--- config.mk ---
export PLATFORM = sky130hd
export DESIGN_NAME = obus_source_flat
export DESIGN_NICKNAME = d
export VERILOG_FILES = /design/src/logic/obus_pkg.sv /design/src/logic/obus_link_if.sv /design/src/logic/obus_source.sv /design/src/flat_wrapper.sv
export VERILOG_INCLUDE_DIRS = /design/src /design/src/logic
export SDC_FILE = /design/constraint.sdc
export NUM_CORES = 1
export LEC_CHECK = 0
export BUFFER_PORTS_ARGS = -buffer_cell sky130_fd_sc_hd__buf_2
export CORE_MARGIN = 3
export CORE_UTILIZATION = 38
export CTS_CLUSTER_DIAMETER = 30
export DETAILED_ROUTE_END_ITERATION = 6
export PLACE_DENSITY = 0.61
export SKIP_CTS_REPAIR_TIMING = 1
export SLEW_MARGIN = 0
export SYNTH_ARGS = -nofsm -noshare
export SYNTH_HDL_FRONTEND = slang
export SYNTH_HIERARCHICAL = 1
export SYNTH_SLANG_ARGS = --single-unit
--- constraint.sdc ---
create_clock -name clk -period 2.8 [get_ports clk]
set_input_delay 0.28 -clock clk [delete_from_list [all_inputs] [get_ports clk]]
set_output_delay 0.28 -clock clk [all_outputs]
set_load 0.05 [all_outputs]
--- src/logic/obus_consts.svh ---
`ifndef OBUS_CONSTS_SVH
`define OBUS_CONSTS_SVH

// Transaction kinds, one bit each in every request or grant vector
`define KIND_MEM_RET 0
`define KIND_MEM_RD 1
`define KIND_MEM_WR 2
`define KIND_IO_RD 3
`define KIND_IO_RET 4
`define KIND_NUM 5

// Bus states taken by each kind
`define LEN_MEM_RET 3'h4
`define LEN_MEM_RD 3'h1
`define LEN_MEM_WR 3'h5
`define LEN_IO_RD 3'h1
`define LEN_IO_RET 3'h1

// Kinds whose first state is an address state
`define ADDR_FIRST_MASK 5'h0E

// Pending-transaction queue in the source end
`define QDEPTH 8
`define QDEPTH_CNT 4'h8
`define QCNT_W 4
`define QPTR_W 3

`endif

--- src/logic/obus_pkg.sv ---
package obus_pkg;
   `include "obus_consts.svh"

   typedef enum logic [1:0] {
      ARB_IDLE = 2'b00,
      ARB_GRANT = 2'b01,
      ARB_BUSY = 2'b10
   } arb_state_type;

   // Number of bus states for a one-hot kind vector
   function automatic logic [2:0] xfer_len(input logic [4:0] kind_hot);
      logic [2:0] len;
      len = 3'h0;
      if (kind_hot[`KIND_MEM_RET]) len = `LEN_MEM_RET;
      if (kind_hot[`KIND_MEM_RD]) len = `LEN_MEM_RD;
      if (kind_hot[`KIND_MEM_WR]) len = `LEN_MEM_WR;
      if (kind_hot[`KIND_IO_RD]) len = `LEN_IO_RD;
      if (kind_hot[`KIND_IO_RET]) len = `LEN_IO_RET;
      return len;
   endfunction : xfer_len
endpackage : obus_pkg

--- src/logic/obus_link_if.sv ---
interface obus_link_if;
   logic memory_return_request;
   logic memory_return_grant;
   logic shared_return;
   logic zero_len_return_strobe;
   logic [3:0] zero_len_return_tag;
   logic mem_read_request;
   logic mem_read_grant;
   logic zero_len_hint;
   logic mem_write_request;
   logic mem_write_grant;
   logic io_read_request;
   logic io_read_grant;
   logic io_space_return_request;
   logic io_space_return_grant;

   modport arbiter_mp (
      input memory_return_request, shared_return, zero_len_return_strobe,
      input zero_len_return_tag, mem_read_request, zero_len_hint,
      input mem_write_request, io_read_request, io_space_return_request,
      output memory_return_grant, mem_read_grant, mem_write_grant,
      output io_read_grant, io_space_return_grant
   );

   modport source_mp (
      output memory_return_request, shared_return, zero_len_return_strobe,
      output zero_len_return_tag, mem_read_request, zero_len_hint,
      output mem_write_request, io_read_request, io_space_return_request,
      input memory_return_grant, mem_read_grant, mem_write_grant,
      input io_read_grant, io_space_return_grant
   );
endinterface : obus_link_if

--- src/logic/obus_source.sv ---
// Contract
// - memory return: four data states from start
// - zero-length return strobe carries 4-bit tag
// - shared flag accompanies memory return request
// - hold memory read request until granted, drained
// - memory read: one address state from start
// - zero-length hint may accompany memory read
// - hold memory write request until granted, drained
// - memory write: one address, four data states
// - hold I/O read request until granted, drained
// - I/O read: one address state from start
// - hold I/O return request until granted, drained
// - I/O return: one eight-byte data state
// - hold memory return request until granted, drained
`include "obus_consts.svh"

module obus_source import obus_pkg::*; (
   // Clock and reset
   input wire logic clk,
   input wire logic arst_n,
   // Link to the arbiter
   obus_link_if.source_mp link,
   // Queue pushes, one bit per kind
   input wire logic [4:0] push,
   input wire logic [4:0] push_attr,
   // Zero-length return notice
   input wire logic zl_push,
   input wire logic [3:0] zl_tag,
   // Queue status
   output wire logic [4:0] queue_full,
   output wire logic [4:0] started,
   // Own bus states, one cycle late
   output logic phase_addr,
   output logic phase_data,
   output logic [4:0] phase_kind
);

   wire [4:0] gnt_w = {link.io_space_return_grant, link.io_read_grant,
                       link.mem_write_grant, link.mem_read_grant,
                       link.memory_return_grant};
   wire [4:0] req_w;
   wire [4:0] head_w;
   wire [4:0] pop_w;

   // One queue per kind; a pop is the start cycle, request and grant both high
   for (genvar k = 0; k < `KIND_NUM; k++) begin : g_kind
      kind_queue kind_queue_inst (
         .clk(clk),
         .arst_n(arst_n),
         .push(push[k]),
         .push_attr(push_attr[k]),
         .gnt(gnt_w[k]),
         .req(req_w[k]),
         .head_attr(head_w[k]),
         .full(queue_full[k]),
         .started(started[k])
      );
   end

   assign pop_w = req_w & gnt_w;

   assign link.memory_return_request = req_w[`KIND_MEM_RET];
   assign link.mem_read_request = req_w[`KIND_MEM_RD];
   assign link.mem_write_request = req_w[`KIND_MEM_WR];
   assign link.io_read_request = req_w[`KIND_IO_RD];
   assign link.io_space_return_request = req_w[`KIND_IO_RET];

   // Only the head entry's attribute is shown, so it never lags its request
   assign link.shared_return = head_w[`KIND_MEM_RET];
   assign link.zero_len_hint = head_w[`KIND_MEM_RD];

   logic zl_strobe_q;
   logic [3:0] zl_tag_q;

   // Strobe and tag leave together from the same edge
   always_ff @(posedge clk or negedge arst_n) begin
      if (!arst_n) begin
         zl_strobe_q <= 1'b0;
         zl_tag_q <= 4'h0;
      end else begin
         zl_strobe_q <= zl_push;
         if (zl_push) zl_tag_q <= zl_tag;
      end
   end

   assign link.zero_len_return_strobe = zl_strobe_q;
   assign link.zero_len_return_tag = zl_tag_q;

   // Bus-state tracker for the transaction this end owns
   logic [2:0] rem_q;
   logic [2:0] rem_d;
   logic [4:0] kind_q;
   logic [4:0] kind_d;

   wire pop_any = |pop_w;
   wire in_xfer = (rem_q != 3'h0);
   wire [2:0] pop_len = xfer_len(pop_w);
   wire addr_d = |(pop_w & `ADDR_FIRST_MASK);
   wire data_d = (pop_any & ~addr_d) | in_xfer;

   always_comb begin
      rem_d = rem_q;
      kind_d = kind_q;
      if (pop_any) begin
         // Back-to-back states with no idle cycle between them
         rem_d = pop_len - 3'h1;
         kind_d = pop_w;
      end else if (in_xfer) begin
         rem_d = rem_q - 3'h1;
      end
   end

   always_ff @(posedge clk or negedge arst_n) begin
      if (!arst_n) begin
         rem_q <= 3'h0;
         kind_q <= 5'h00;
      end else begin
         rem_q <= rem_d;
         kind_q <= kind_d;
      end
   end

   // Delayed a cycle so these outputs come from flip-flops
   always_ff @(posedge clk or negedge arst_n) begin
      if (!arst_n) begin
         phase_addr <= 1'b0;
         phase_data <= 1'b0;
         phase_kind <= 5'h00;
      end else begin
         phase_addr <= addr_d;
         phase_data <= data_d;
         phase_kind <= (pop_any | in_xfer) ? kind_d : 5'h00;
      end
   end

endmodule : obus_source

module kind_queue import obus_pkg::*; #(
   parameter int DEPTH = `QDEPTH
) (
   // Clock and reset
   input wire logic clk,
   input wire logic arst_n,
   // Producer side
   input wire logic push,
   input wire logic push_attr,
   // Link side
   input wire logic gnt,
   output logic req,
   output logic head_attr,
   // Status
   output logic full,
   output logic started
);

   logic [`QCNT_W-1:0] cnt_q;
   logic [`QCNT_W-1:0] cnt_d;
   logic [`QCNT_W-1:0] remain_w;
   logic [`QPTR_W-1:0] wr_q;
   logic [`QPTR_W-1:0] rd_q;
   logic [`QPTR_W-1:0] rd_d;
   logic [DEPTH-1:0] attr_q;
   logic head_d;
   logic push_ok;
   logic pop;

   // A push into a full queue is dropped; the producer must watch full
   assign push_ok = push & (cnt_q != `QDEPTH_CNT);
   assign pop = req & gnt;
   assign remain_w = cnt_q - {3'h0, pop};
   assign cnt_d = remain_w + {3'h0, push_ok};
   assign rd_d = rd_q + {2'h0, pop};

   // Head flag follows the request it belongs to
   always_comb begin
      if (cnt_d == 4'h0) begin
         head_d = 1'b0;
      end else if (remain_w == 4'h0) begin
         head_d = push_attr;
      end else begin
         head_d = attr_q[rd_d];
      end
   end

   always_ff @(posedge clk or negedge arst_n) begin
      if (!arst_n) begin
         cnt_q <= 4'h0;
         rd_q <= 3'h0;
         req <= 1'b0;
      end else begin
         cnt_q <= cnt_d;
         rd_q <= rd_d;
         // Held through the grant until nothing of this kind is left
         req <= (cnt_d != 4'h0);
      end
   end

   always_ff @(posedge clk or negedge arst_n) begin
      if (!arst_n) begin
         wr_q <= 3'h0;
         attr_q <= '0;
      end else if (push_ok) begin
         wr_q <= wr_q + 3'h1;
         attr_q[wr_q] <= push_attr;
      end
   end

   always_ff @(posedge clk or negedge arst_n) begin
      if (!arst_n) begin
         head_attr <= 1'b0;
         full <= 1'b0;
         started <= 1'b0;
      end else begin
         head_attr <= head_d;
         full <= (cnt_d == `QDEPTH_CNT);
         started <= pop;
      end
   end

endmodule : kind_queue

--- src/flat_wrapper.sv ---
// flat-port wrapper written by rule: the top's interface ports become plain ports
module obus_source_flat import obus_pkg::*;
  (clk, arst_n, push, push_attr, zl_push, zl_tag, queue_full, started, phase_addr, phase_data, phase_kind, link_memory_return_request, link_shared_return, link_zero_len_return_strobe, link_zero_len_return_tag, link_mem_read_request, link_zero_len_hint, link_mem_write_request, link_io_read_request, link_io_space_return_request, link_memory_return_grant, link_mem_read_grant, link_mem_write_grant, link_io_read_grant, link_io_space_return_grant);
  obus_link_if link_i ();
  input wire logic clk;
  input wire logic arst_n;
  input wire logic [4:0] push;
  input wire logic [4:0] push_attr;
  input wire logic zl_push;
  input wire logic [3:0] zl_tag;
  output wire logic [4:0] queue_full;
  output wire logic [4:0] started;
  output logic phase_addr;
  output logic phase_data;
  output logic [4:0] phase_kind;
  output wire logic [$bits(link_i.memory_return_request)-1:0] link_memory_return_request;
  output wire logic [$bits(link_i.shared_return)-1:0] link_shared_return;
  output wire logic [$bits(link_i.zero_len_return_strobe)-1:0] link_zero_len_return_strobe;
  output wire logic [$bits(link_i.zero_len_return_tag)-1:0] link_zero_len_return_tag;
  output wire logic [$bits(link_i.mem_read_request)-1:0] link_mem_read_request;
  output wire logic [$bits(link_i.zero_len_hint)-1:0] link_zero_len_hint;
  output wire logic [$bits(link_i.mem_write_request)-1:0] link_mem_write_request;
  output wire logic [$bits(link_i.io_read_request)-1:0] link_io_read_request;
  output wire logic [$bits(link_i.io_space_return_request)-1:0] link_io_space_return_request;
  input wire logic [$bits(link_i.memory_return_grant)-1:0] link_memory_return_grant;
  input wire logic [$bits(link_i.mem_read_grant)-1:0] link_mem_read_grant;
  input wire logic [$bits(link_i.mem_write_grant)-1:0] link_mem_write_grant;
  input wire logic [$bits(link_i.io_read_grant)-1:0] link_io_read_grant;
  input wire logic [$bits(link_i.io_space_return_grant)-1:0] link_io_space_return_grant;
  assign link_memory_return_request = link_i.memory_return_request;
  assign link_shared_return = link_i.shared_return;
  assign link_zero_len_return_strobe = link_i.zero_len_return_strobe;
  assign link_zero_len_return_tag = link_i.zero_len_return_tag;
  assign link_mem_read_request = link_i.mem_read_request;
  assign link_zero_len_hint = link_i.zero_len_hint;
  assign link_mem_write_request = link_i.mem_write_request;
  assign link_io_read_request = link_i.io_read_request;
  assign link_io_space_return_request = link_i.io_space_return_request;
  assign link_i.memory_return_grant = link_memory_return_grant;
  assign link_i.mem_read_grant = link_mem_read_grant;
  assign link_i.mem_write_grant = link_mem_write_grant;
  assign link_i.io_read_grant = link_io_read_grant;
  assign link_i.io_space_return_grant = link_io_space_return_grant;
  obus_source u_core (.clk(clk), .arst_n(arst_n), .link(link_i), .push(push), .push_attr(push_attr), .zl_push(zl_push), .zl_tag(zl_tag), .queue_full(queue_full), .started(started), .phase_addr(phase_addr), .phase_data(phase_data), .phase_kind(phase_kind));
endmodule
==> metrics, run 1 <==
run status complete, no violations; commonest non-fill, non-tap cell in the layout dfrtp_1; vias per cell 4.724; cell depth of the worst flop-to-flop path 6; total number of placement rows 36; All-Layer GR Usage approximately 12%; netlist area before placement approximately 4000 µm²; setup clock skew after layout 0.006683 ns; Final setup viols 0; delay of the slowest cell on the worst path between 0.5 and 0.6 ns; placed wire-length estimate after detailed placement ~5000 µm; pre-CTS setup slack between 0.6 and 0.7 ns; Highest Clock Rate around 460 MHz; Die ar. 11,850 µm²; root buffer selected by CTS clkbuf_8; type of the most critical hold path primary input to register; Top Ports around 50; FF+latch area between 2000 and 2500 µm²; slowest cell on the critical path o41a_1; total number of H-tree levels 3; Inst Count DP just under 500; number of buffers added by the clock tree synthesis step 9; worst path arrival time ~2.4 ns; total area of multi-input combinational cells approximately 1700 µm²; count of TritonRoute iterations in the first routing pass 4; Net count, final around 420; worst path setup slack after routing roughly 0.62 ns; Max Transition Viols Final 0; CTS tree yes; critical path start-end classification register to register; worst-path maximum fanout 7; final antenna diode count 0; cell chain of the critical path o41a_1 > ha_1 > ha_1 > nor3_1 > nand2_1 > o311a_1; cell area power density roughly 1100 nW/µm²; number of global-route vias before repair 2,495; most frequent cells in the layout dfrtp_1 (85), buf_2 (46), inv_1 (31), nand2_1 (27), ha_1 (27); buffers from clock root to sink, at most 2; syn_nets roughly 370; global-route wire length before repair 11,720 µm; P_leak 2.115 nW; hold depth 1; overall overflow remaining after global route 0; Top cell by count, worst path ha_1; CTS Sinks 85; number of antenna violations at the first check in global routing 0; FILL cells slightly above 900; count of buffers inserted at the top-level ports 47; x dimension of the die between 100 and 150 µm; Area growth syn-to-layout 12.69%; Critical Path End Type register; proportion of layout cells with a drive suffix above 1 between 20% and 30%; clock latency on the worst-skew pair roughly 0.34 ns; Min Clock Period, post-route 2.182 ns; slew at the pin with the worst max-slew slack about 1 ns; DR iter-0 viols between 100 and 150; mean cell area of the mapped netlist around 12 µm²; RSZ-0062 raised after global routing no; total of warnings raised by yosys 6; CP Launch Type register; Antenna Violating Nets Remaining 0; final standard cell count with taps included and fillers excluded around 510; share of the clock period used by the worst path about 80%; effective utilization at floorplan 40.03%; clock transition at the registers of the reported paths ~0.080 ns; RD Place Congestion around 0.76; die extent in y 108.9 µm; setup_tns 0 ns; peak supply drop between 300 and 400 µV; count of vias placed by the detailed router approximately 2,400; average wire per standard cell between 10 and 15 µm; max-cap check violation count 0; endpoint required time on the critical path between 3 and 4 ns; Routed WL 6585 µm; Slew headroom around a third; post-detailed-route DRC marker count 0; Std-Cell Core Area around 10,000 µm²; number of cells produced by synthesis about 320; largest net degree at the start of global routing 86; Final Hold Fails 0
-- metrics by stage --
stage          hold slack, ns  total power [mW]  cell area (µm²)  utilization, %
2_1_floorplan        -0.01559             3.927             4021               -
3_3_place_gp           0.4611             4.295             4347           43.27
3_5_place_dp           0.4663             4.369             4347           43.27
4_1_cts               0.09589             5.185             4532           45.12
5_1_grt               0.08702             5.569             4532           45.12
6_report               0.1146             5.098             4532           45.12
-- final timing paths --
check / from / endpoint / slack [ns]
hold / removal: zl_push / u_core/link.zero_len_return_strobe / 0.11
max in group asynchronous: arst_n / u_core/g_kind[1].kind_queue_inst/attr_q[7] / 2.04
setup / recovery: u_core/g_kind[0].kind_queue_inst/cnt_q[1] / u_core/g_kind[0].kind_queue_inst/head_attr / 0.62
hold reg to reg: u_core/g_kind[1].kind_queue_inst/rd_q[2] / u_core/g_kind[1].kind_queue_inst/rd_q[2] / 0.48
setup reg to reg: u_core/g_kind[0].kind_queue_inst/cnt_q[1] / u_core/g_kind[0].kind_queue_inst/head_attr / 0.62
min in group asynchronous: arst_n / u_core/g_kind[3].kind_queue_inst/cnt_q[2] / 0.12
-- worst max-delay path, delay by kind of cell, from the launching register on --
family                   cells  cell delay, ns
flip-flops                   1            0.41
AND/OR/NAND/NOR              2            0.40
adder cells (fa/ha/maj)      2            0.57
AO/OA/AOI/OAI                2            0.69
-- cell type report --
cell class / count / area share (%)
flip-flops and latches: 85 / 46.94
multi-input cells: 198 / 37.19
repair buffers: 48 / 5.411
well taps: 133 / 3.672
clock buffers: 12 / 3.644
inverters: 32 / 2.706
clock inverters: 3 / 0.4417
-- sequential cells by signal (all words and copies together), names as in the netlist, 5 cells and up --
name and count:
u_core/g_kind.kind_queue_inst/attr_q 16, u_core/g_kind.kind_queue_inst/cnt_q 20, u_core/g_kind.kind_queue_inst/full 5, u_core/g_kind.kind_queue_inst/rd_q 6, u_core/g_kind.kind_queue_inst/req 5, u_core/g_kind.kind_queue_inst/started 5, u_core/g_kind.kind_queue_inst/wr_q 6, u_core/kind_q 5
u_core/phase_kind 5
-- routing by layer --
metal,track usage [%],vias up,share of wire [%]
li1,-,1194,-
met1,16.87,1162,46
met2,19.30,49,47
met3,2.960,9,4.7
met4,4.869,0,1.4
met5,0,-,0
-- where the power goes --
group	switching (mW)	total, mW	internal (mW)
Clock	0.407	0.796	0.389
Sequential	0.364	2.10	1.73
Combinational	1.22	2.21	0.986
(Power assumes the default switching activity.)
==> run 2, diff against run 1 <==
--- a/config.mk
+++ b/config.mk
@@ -6,12 +6,13 @@
 export SDC_FILE = /design/constraint.sdc
 export NUM_CORES = 1
 export LEC_CHECK = 0
+export ABC_AREA = 1
 export BUFFER_PORTS_ARGS = -buffer_cell sky130_fd_sc_hd__buf_2
 export CORE_MARGIN = 3
 export CORE_UTILIZATION = 38
 export CTS_CLUSTER_DIAMETER = 30
 export DETAILED_ROUTE_END_ITERATION = 6
-export PLACE_DENSITY = 0.61
+export PLACE_DENSITY = 0.63
 export SKIP_CTS_REPAIR_TIMING = 1
 export SLEW_MARGIN = 0
 export SYNTH_ARGS = -nofsm -noshare
==> constraint.sdc (replaced) <==
create_clock -name clk -period 2 [get_ports clk]
set_input_delay 0.2 -clock clk [delete_from_list [all_inputs] [get_ports clk]]
set_output_delay 0.2 -clock clk [all_outputs]
set_load 0.05 [all_outputs]
==> metrics, run 2 <==
Min Clock Period, post-route 1.892 ns (-0.2897 ns); worst path arrival time 2.12 ns (-0.29 ns); hold depth 1 (unchanged); x dimension of the die 114.3 µm (+5.0%); number of global-route vias before repair 3,210 (+29%); All-Layer GR Usage 12.93% (+0.48 points); count of buffers inserted at the top-level ports 47 (unchanged); Die ar. 13,070 µm² (+10%); setup_tns 0 ns (unchanged); vias per cell 4.534 (-4.0%); Routed WL 7702 µm (+17%); FILL cells 1,037 (+14%); Highest Clock Rate 528.6 MHz (+15%); most frequent cells in the layout nand2_1 (125), dfrtp_1 (80), inv_1 (74), buf_2 (46), nand2_2 (37); Critical Path End Type register; buffers from clock root to sink, at most 2 (unchanged); DR iter-0 viols 107 (-18%); Area growth syn-to-layout 17.98%; FF+latch area 2133 µm² (+0.29%); switching portion of total power 43.30% (+4.2 points); net switching component of the power 3.680 mW (+85%); critical path start-end classification register to register; share of power burned in registers 32.8% (-8.3 points); root buffer selected by CTS clkbuf_16; syn_nets 540 (+45%); peak supply drop 719.8 µV (+110%); type of the most critical hold path primary input to register; Final Hold Fails 0 (unchanged); clock transition at the registers of the reported paths 0.06 ns (-0.02 ns); die extent in y 114.3 µm (+5.0%); RD Place Congestion 0.7962 (+4.4%); combinational power share 48.4% (+5.1 points); Top Registers u_core/g_kind.kind_queue_inst/cnt_q: 20 flops, u_core/g_kind.kind_queue_inst/attr_q: 16 flops; global-route wire length before repair 13,720 µm (+17%); commonest non-fill, non-tap cell in the layout nand2_1; overall overflow remaining after global route 0 (unchanged); internal power of the cells 4.819 mW (+55%); max FFs per register 20 (unchanged); Max Transition Viols Final 0 (unchanged); P_leak 2.675 nW (+26%); final antenna diode count 0 (unchanged); count of vias placed by the detailed router 3,178 (+32%); worst-path maximum fanout 3 (-4); register with the highest flop count u_core/g_kind.kind_queue_inst/cnt_q; max-cap check violation count 0 (unchanged); Std-Cell Core Area 11,170 µm² (+11%); endpoint required time on the critical path 2.22 ns (-0.80 ns); Top Ports 51 (unchanged); RSZ-0062 raised after global routing no; clock power share 18.8% (+3.2 points); total of warnings raised by yosys 6 (unchanged); Antenna Violating Nets Remaining 0 (unchanged); average wire per standard cell 10.99 µm (-15%); effective utilization at floorplan 39.92% (-0.11 points); number of buffers added by the clock tree synthesis step 9 (unchanged); post-detailed-route DRC marker count 0 (unchanged); placed wire-length estimate after detailed placement 6066 µm (+24%); cell depth of the worst flop-to-flop path 10 (+4); total number of H-tree levels 3 (unchanged); slew at the pin with the worst max-slew slack 0.4480 ns (-0.5810 ns); Slew headroom 70.13% (+39 points); count of TritonRoute iterations in the first routing pass 4 (unchanged); total area of multi-input combinational cells 2044 µm² (+21%); CTS Sinks 85 (unchanged); clock latency on the worst-skew pair 0.33 ns (about the same); proportion of layout cells with a drive suffix above 1 32.44% (+6.3 points); CTS tree yes; setup clock skew after layout 0.006548 ns (-0.0001347 ns); mean cell area of the mapped netlist 9.085 µm² (-27%); CP Launch Type register; run status complete, no violations; hold slack 0.05437 ns (-0.06024 ns); netlist area before placement 4461 µm² (+11%); Final setup viols 0 (unchanged); total number of placement rows 38 (+5.6%); largest net degree at the start of global routing 39 (-55%); share of the clock period used by the worst path 94.59% (+17 points); number of cells produced by synthesis 491 (+52%); Net count, final 605 (+43%); cell area power density 1615 nW/µm² (+44%); number of antenna violations at the first check in global routing 0 (unchanged)
==> run 2: cell types whose count changed in the layout (fill, tap and decap cells not counted), moves of 12 or more <==
cell      previous run  this run
nand3_1              4        20
nor2_4               0        15
mux2_2              16         4
xnor2_1             23         0
inv_1               31        74
nand2_1             27       125
nand2_2              1        37
nor3b_1             12         0
clkbuf_8            12         0
==> run 2: power by group through the flow <==
stage	combinational, mW	clock [mW]	sequential, mW
6_report	4.11	1.60	2.78
5_1_grt	4.68	1.74	2.87
4_1_cts	4.08	1.65	2.79
3_5_place_dp	4.07	0	2.81
3_3_place_gp	3.93	0	2.79
2_1_floorplan	2.84	0	3.21
==> run 2: final timing paths <==
kind | start | endpoint | slack (ns)
max | u_core/g_kind[4].kind_queue_inst/req | u_core/g_kind[4].kind_queue_inst/req | 0.11
min | zl_push | u_core/link.zero_len_return_strobe | 0.05
max reg2reg | u_core/g_kind[4].kind_queue_inst/req | u_core/g_kind[4].kind_queue_inst/req | 0.11
min in group asynchronous | arst_n | u_core/phase_kind[4] | 0.37
max in group asynchronous | arst_n | u_core/g_kind[0].kind_queue_inst/wr_q[1] | 1.05
min reg2reg | u_core/kind_q[4] | u_core/kind_q[4] | 0.47
==> run 2: layout make-up <==
class	count	area share [%]
sequential	85	40.54
multi-input combinational	321	38.85
inverter	85	6.158
timing repair buffer	54	5.801
clock buffer	13	4.565
tap	140	3.329
clock inverter	3	0.7608
==> run 2: worst max-delay path, cell delays in order, from the launching register on <==
cell	delay, ns
dfrtp_2	0.42
nand2_1	0.07
inv_1	0.06
ha_1	0.22
ha_1	0.28
inv_1	0.05
ha_1	0.30
nor2_1	0.12
nand3_1	0.12
nor2_2	0.12
inv_1	0.04
==> run 2: through the flow <==
stage	util, %	total power [mW]	std cells	worst slack [ns]	instance area, µm²
after global placement	44.21	6.718	684	0.07005	4940
after floorplan	-	6.053	491	0.006423	4469
after global routing	47.10	9.289	701	0.004595	5263
after detailed placement	44.21	6.878	684	0.01331	4940
final	47.10	8.498	701	0.1082	5263
after CTS	46.72	8.516	700	0.001393	5220
==> run 2: layer usage <==
layer	vias to the layer above	share of wire, %	routed length (µm)	GRT usage, %
li1	1645	-	-	-
met1	1484	44	3355	14.81
met2	40	51	3906	23.38
met3	9	3.9	304	2.696
met4	0	1.8	135	5.226
met5	-	0	0	0
==> run 3, diff against run 2 <==
--- a/config.mk
+++ b/config.mk
@@ -12,6 +12,7 @@
 export CORE_UTILIZATION = 38
 export CTS_CLUSTER_DIAMETER = 30
 export DETAILED_ROUTE_END_ITERATION = 6
+export GPL_TIMING_DRIVEN = 0
 export PLACE_DENSITY = 0.63
 export SKIP_CTS_REPAIR_TIMING = 1
 export SLEW_MARGIN = 0
==> metrics, run 3 (synthesized netlist as in run 2, its figures left out) <==
total area of multi-input combinational cells 2059 µm² (+0.73%); average wire per standard cell 10.94 µm (-0.44%); cell chain of the critical path nand2_2 > inv_2 > ha_2 > ha_1 > inv_1 > ha_4 > nor2_2 > nand3_4 > nor2_4 > inv_1; overall overflow remaining after global route 0 (unchanged); count of buffers inserted at the top-level ports 47 (unchanged); number of global-route vias before repair 3,180 (-0.93%); worst-path maximum fanout 3 (unchanged); post-detailed-route DRC marker count 0 (unchanged); number of buffers added by the clock tree synthesis step 9 (unchanged); share of power burned in registers 32.7% (about the same); Final Hold Fails 0 (unchanged); die extent in y 114.3 µm (unchanged); max-cap check violation count 0 (unchanged); buffers from clock root to sink, at most 2 (unchanged); worst path setup slack after routing 0.1067 ns (-0.001544 ns); net switching component of the power 3.715 mW (+0.96%); DR iter-0 viols 116 (+8.4%); CTS tree yes; met1 Track Usage GR 14.89% (+0.072 points); combinational power share 47.9% (-0.5 points); Final setup viols 0 (unchanged); proportion of layout cells with a drive suffix above 1 33.69% (+1.2 points); final antenna diode count 0 (unchanged); busiest layer in global routing met2; critical path start-end classification register to register; Critical Path End Type register; Top Ports 51 (unchanged); effective utilization at floorplan 39.92% (unchanged); max FFs per register 20 (unchanged); vias per cell 4.563 (+0.65%); global-route wire length before repair 13,420 µm (-2.2%); FF+latch area 2135 µm² (about the same); Post-Route Utilization 47.31% (+0.21 points); Antenna Violating Nets Remaining 0 (unchanged); CTS Sinks 85 (unchanged); Slew headroom 62.87% (-7.3 points); cell area power density 1619 nW/µm² (+0.26%); count of TritonRoute iterations in the first routing pass 4 (unchanged); slew at the pin with the worst max-slew slack 0.5570 ns (+0.1090 ns); total number of placement rows 38 (unchanged); Highest Clock Rate 528.2 MHz (about the same); Net count, final 602 (-0.50%); peak supply drop 627.6 µV (-13%); clock transition at the registers of the reported paths 0.06 ns (about the same); Routed WL 7635 µm (-0.87%); most frequent cells in the layout nand2_1 (124), dfrtp_1 (79), inv_1 (73), buf_2 (46), nand2_2 (38); delay of the slowest cell on the worst path 0.42 ns (about the same); met2 GRT Util 21.86% (-1.5 points); Top Registers u_core/g_kind.kind_queue_inst/cnt_q: 20 flops, u_core/g_kind.kind_queue_inst/attr_q: 16 flops; Die ar. 13,070 µm² (unchanged); RD Place Congestion 0.8025 (+0.79%); commonest non-fill, non-tap cell in the layout nand2_1; placed wire-length estimate after detailed placement 5927 µm (-2.3%); RSZ-0062 raised after global routing no; x dimension of the die 114.3 µm (unchanged); Top cell by count, worst path inv_1; count of vias placed by the detailed router 3,185 (+0.22%); All-Layer GR Usage 12.50% (-0.42 points); share of the clock period used by the worst path 94.67% (about the same); Min Clock Period, post-route 1.893 ns (+0.001544 ns); CP Launch Type register; buffers plus inverters on the worst setup path 3 (unchanged); Pwr Total 8.559 mW (+0.71%); slowest cell on the critical path dfrtp_2; clock power share 19.4% (+0.6 points); internal power of the cells 4.844 mW (+0.52%); largest net degree at the start of global routing 46 (+18%); number of antenna violations at the first check in global routing 0 (unchanged); Top Family by Delay on Critical Path adder cells; pre-CTS setup slack -0.02409 ns (-0.03740 ns); total number of H-tree levels 3 (unchanged); P_leak 2.666 nW (-0.33%); switching portion of total power 43.41% (+0.11 points); endpoint required time on the critical path 2.22 ns (about the same); Placed Instance Area 4910 µm² (-0.61%); root buffer selected by CTS clkbuf_16; FILL cells 1,080 (+4.1%); cell area after layout 5286 µm² (+0.45%); type of the most critical hold path primary input to register; worst path arrival time 2.11 ns (about the same); Area growth syn-to-layout 18.51%; Std-Cell Core Area 11,170 µm² (unchanged); met3 track utilization from global routing 2.431% (-0.26 points); run status complete, no violations; hold slack 0.05943 ns (+0.005057 ns); Max Transition Viols Final 0 (unchanged); setup clock skew after layout 0.008388 ns (+0.001840 ns); register with the highest flop count u_core/g_kind.kind_queue_inst/cnt_q; clock latency on the worst-skew pair 0.33 ns (about the same)
run 3: cell count changes in the layout (fill, tap and decap cells not counted), moves of 2 or more:
cell	previous run	this run
clkinv_4	0	2
ha_1	24	21
clkbuf_1	4	1
ha_2	2	5
buf_4	6	3
run 3: cell type report:
cell class                 count  share of cell area [%]
sequential                    85                   40.38
inverter                      85                   6.130
timing repair buffer          51                   5.491
clock inverter                 5                   1.136
clock buffer                  11                   4.592
tap                          140                   3.314
multi-input combinational    321                   38.96
run 3: power groups by stage:
stage | registers, mW | clock network (mW) | logic, mW
6_report | 2.80 | 1.66 | 4.10
5_1_grt | 2.89 | 1.78 | 4.66
4_1_cts | 2.79 | 1.71 | 4.05
3_5_place_dp | 2.82 | 0 | 4.02
3_3_place_gp | 2.80 | 0 | 3.89
2_1_floorplan | 3.21 | 0 | 2.84
run 3: path summary, 6_finish.rpt:
| kind | end | startpoint | slack [ns] | cells after the start |
|---|---|---|---|---|
| max in group asynchronous | u_core/g_kind[0].kind_queue_inst/req | arst_n | 0.96 | 3 |
| min reg2reg | u_core/kind_q[4] | u_core/kind_q[4] | 0.47 | 2 |
| min | u_core/link.zero_len_return_strobe | zl_push | 0.06 | 1 |
| max reg2reg | u_core/g_kind[1].kind_queue_inst/req | u_core/g_kind[1].kind_queue_inst/req | 0.11 | 10 |
| min in group asynchronous | u_core/g_kind[3].kind_queue_inst/cnt_q[3] | arst_n | 0.43 | 2 |
| max | u_core/g_kind[1].kind_queue_inst/req | u_core/g_kind[1].kind_queue_inst/req | 0.11 | 10 |
run 3: per-stage QoR:
step | instances | TNS, ns
after global routing | 698 | 0
after floorplan | 491 | 0
after CTS | 695 | -0.1163
after detailed placement | 679 | -0.07175
after global placement | 678 | -2.721
final | 698 | 0
run 3: routing by layer:
metal	share of wire, %	vias up
met1	45	1492
met3	3.0	11
li1	-	1642
met4	1.8	0
met2	51	40
met5	0	-
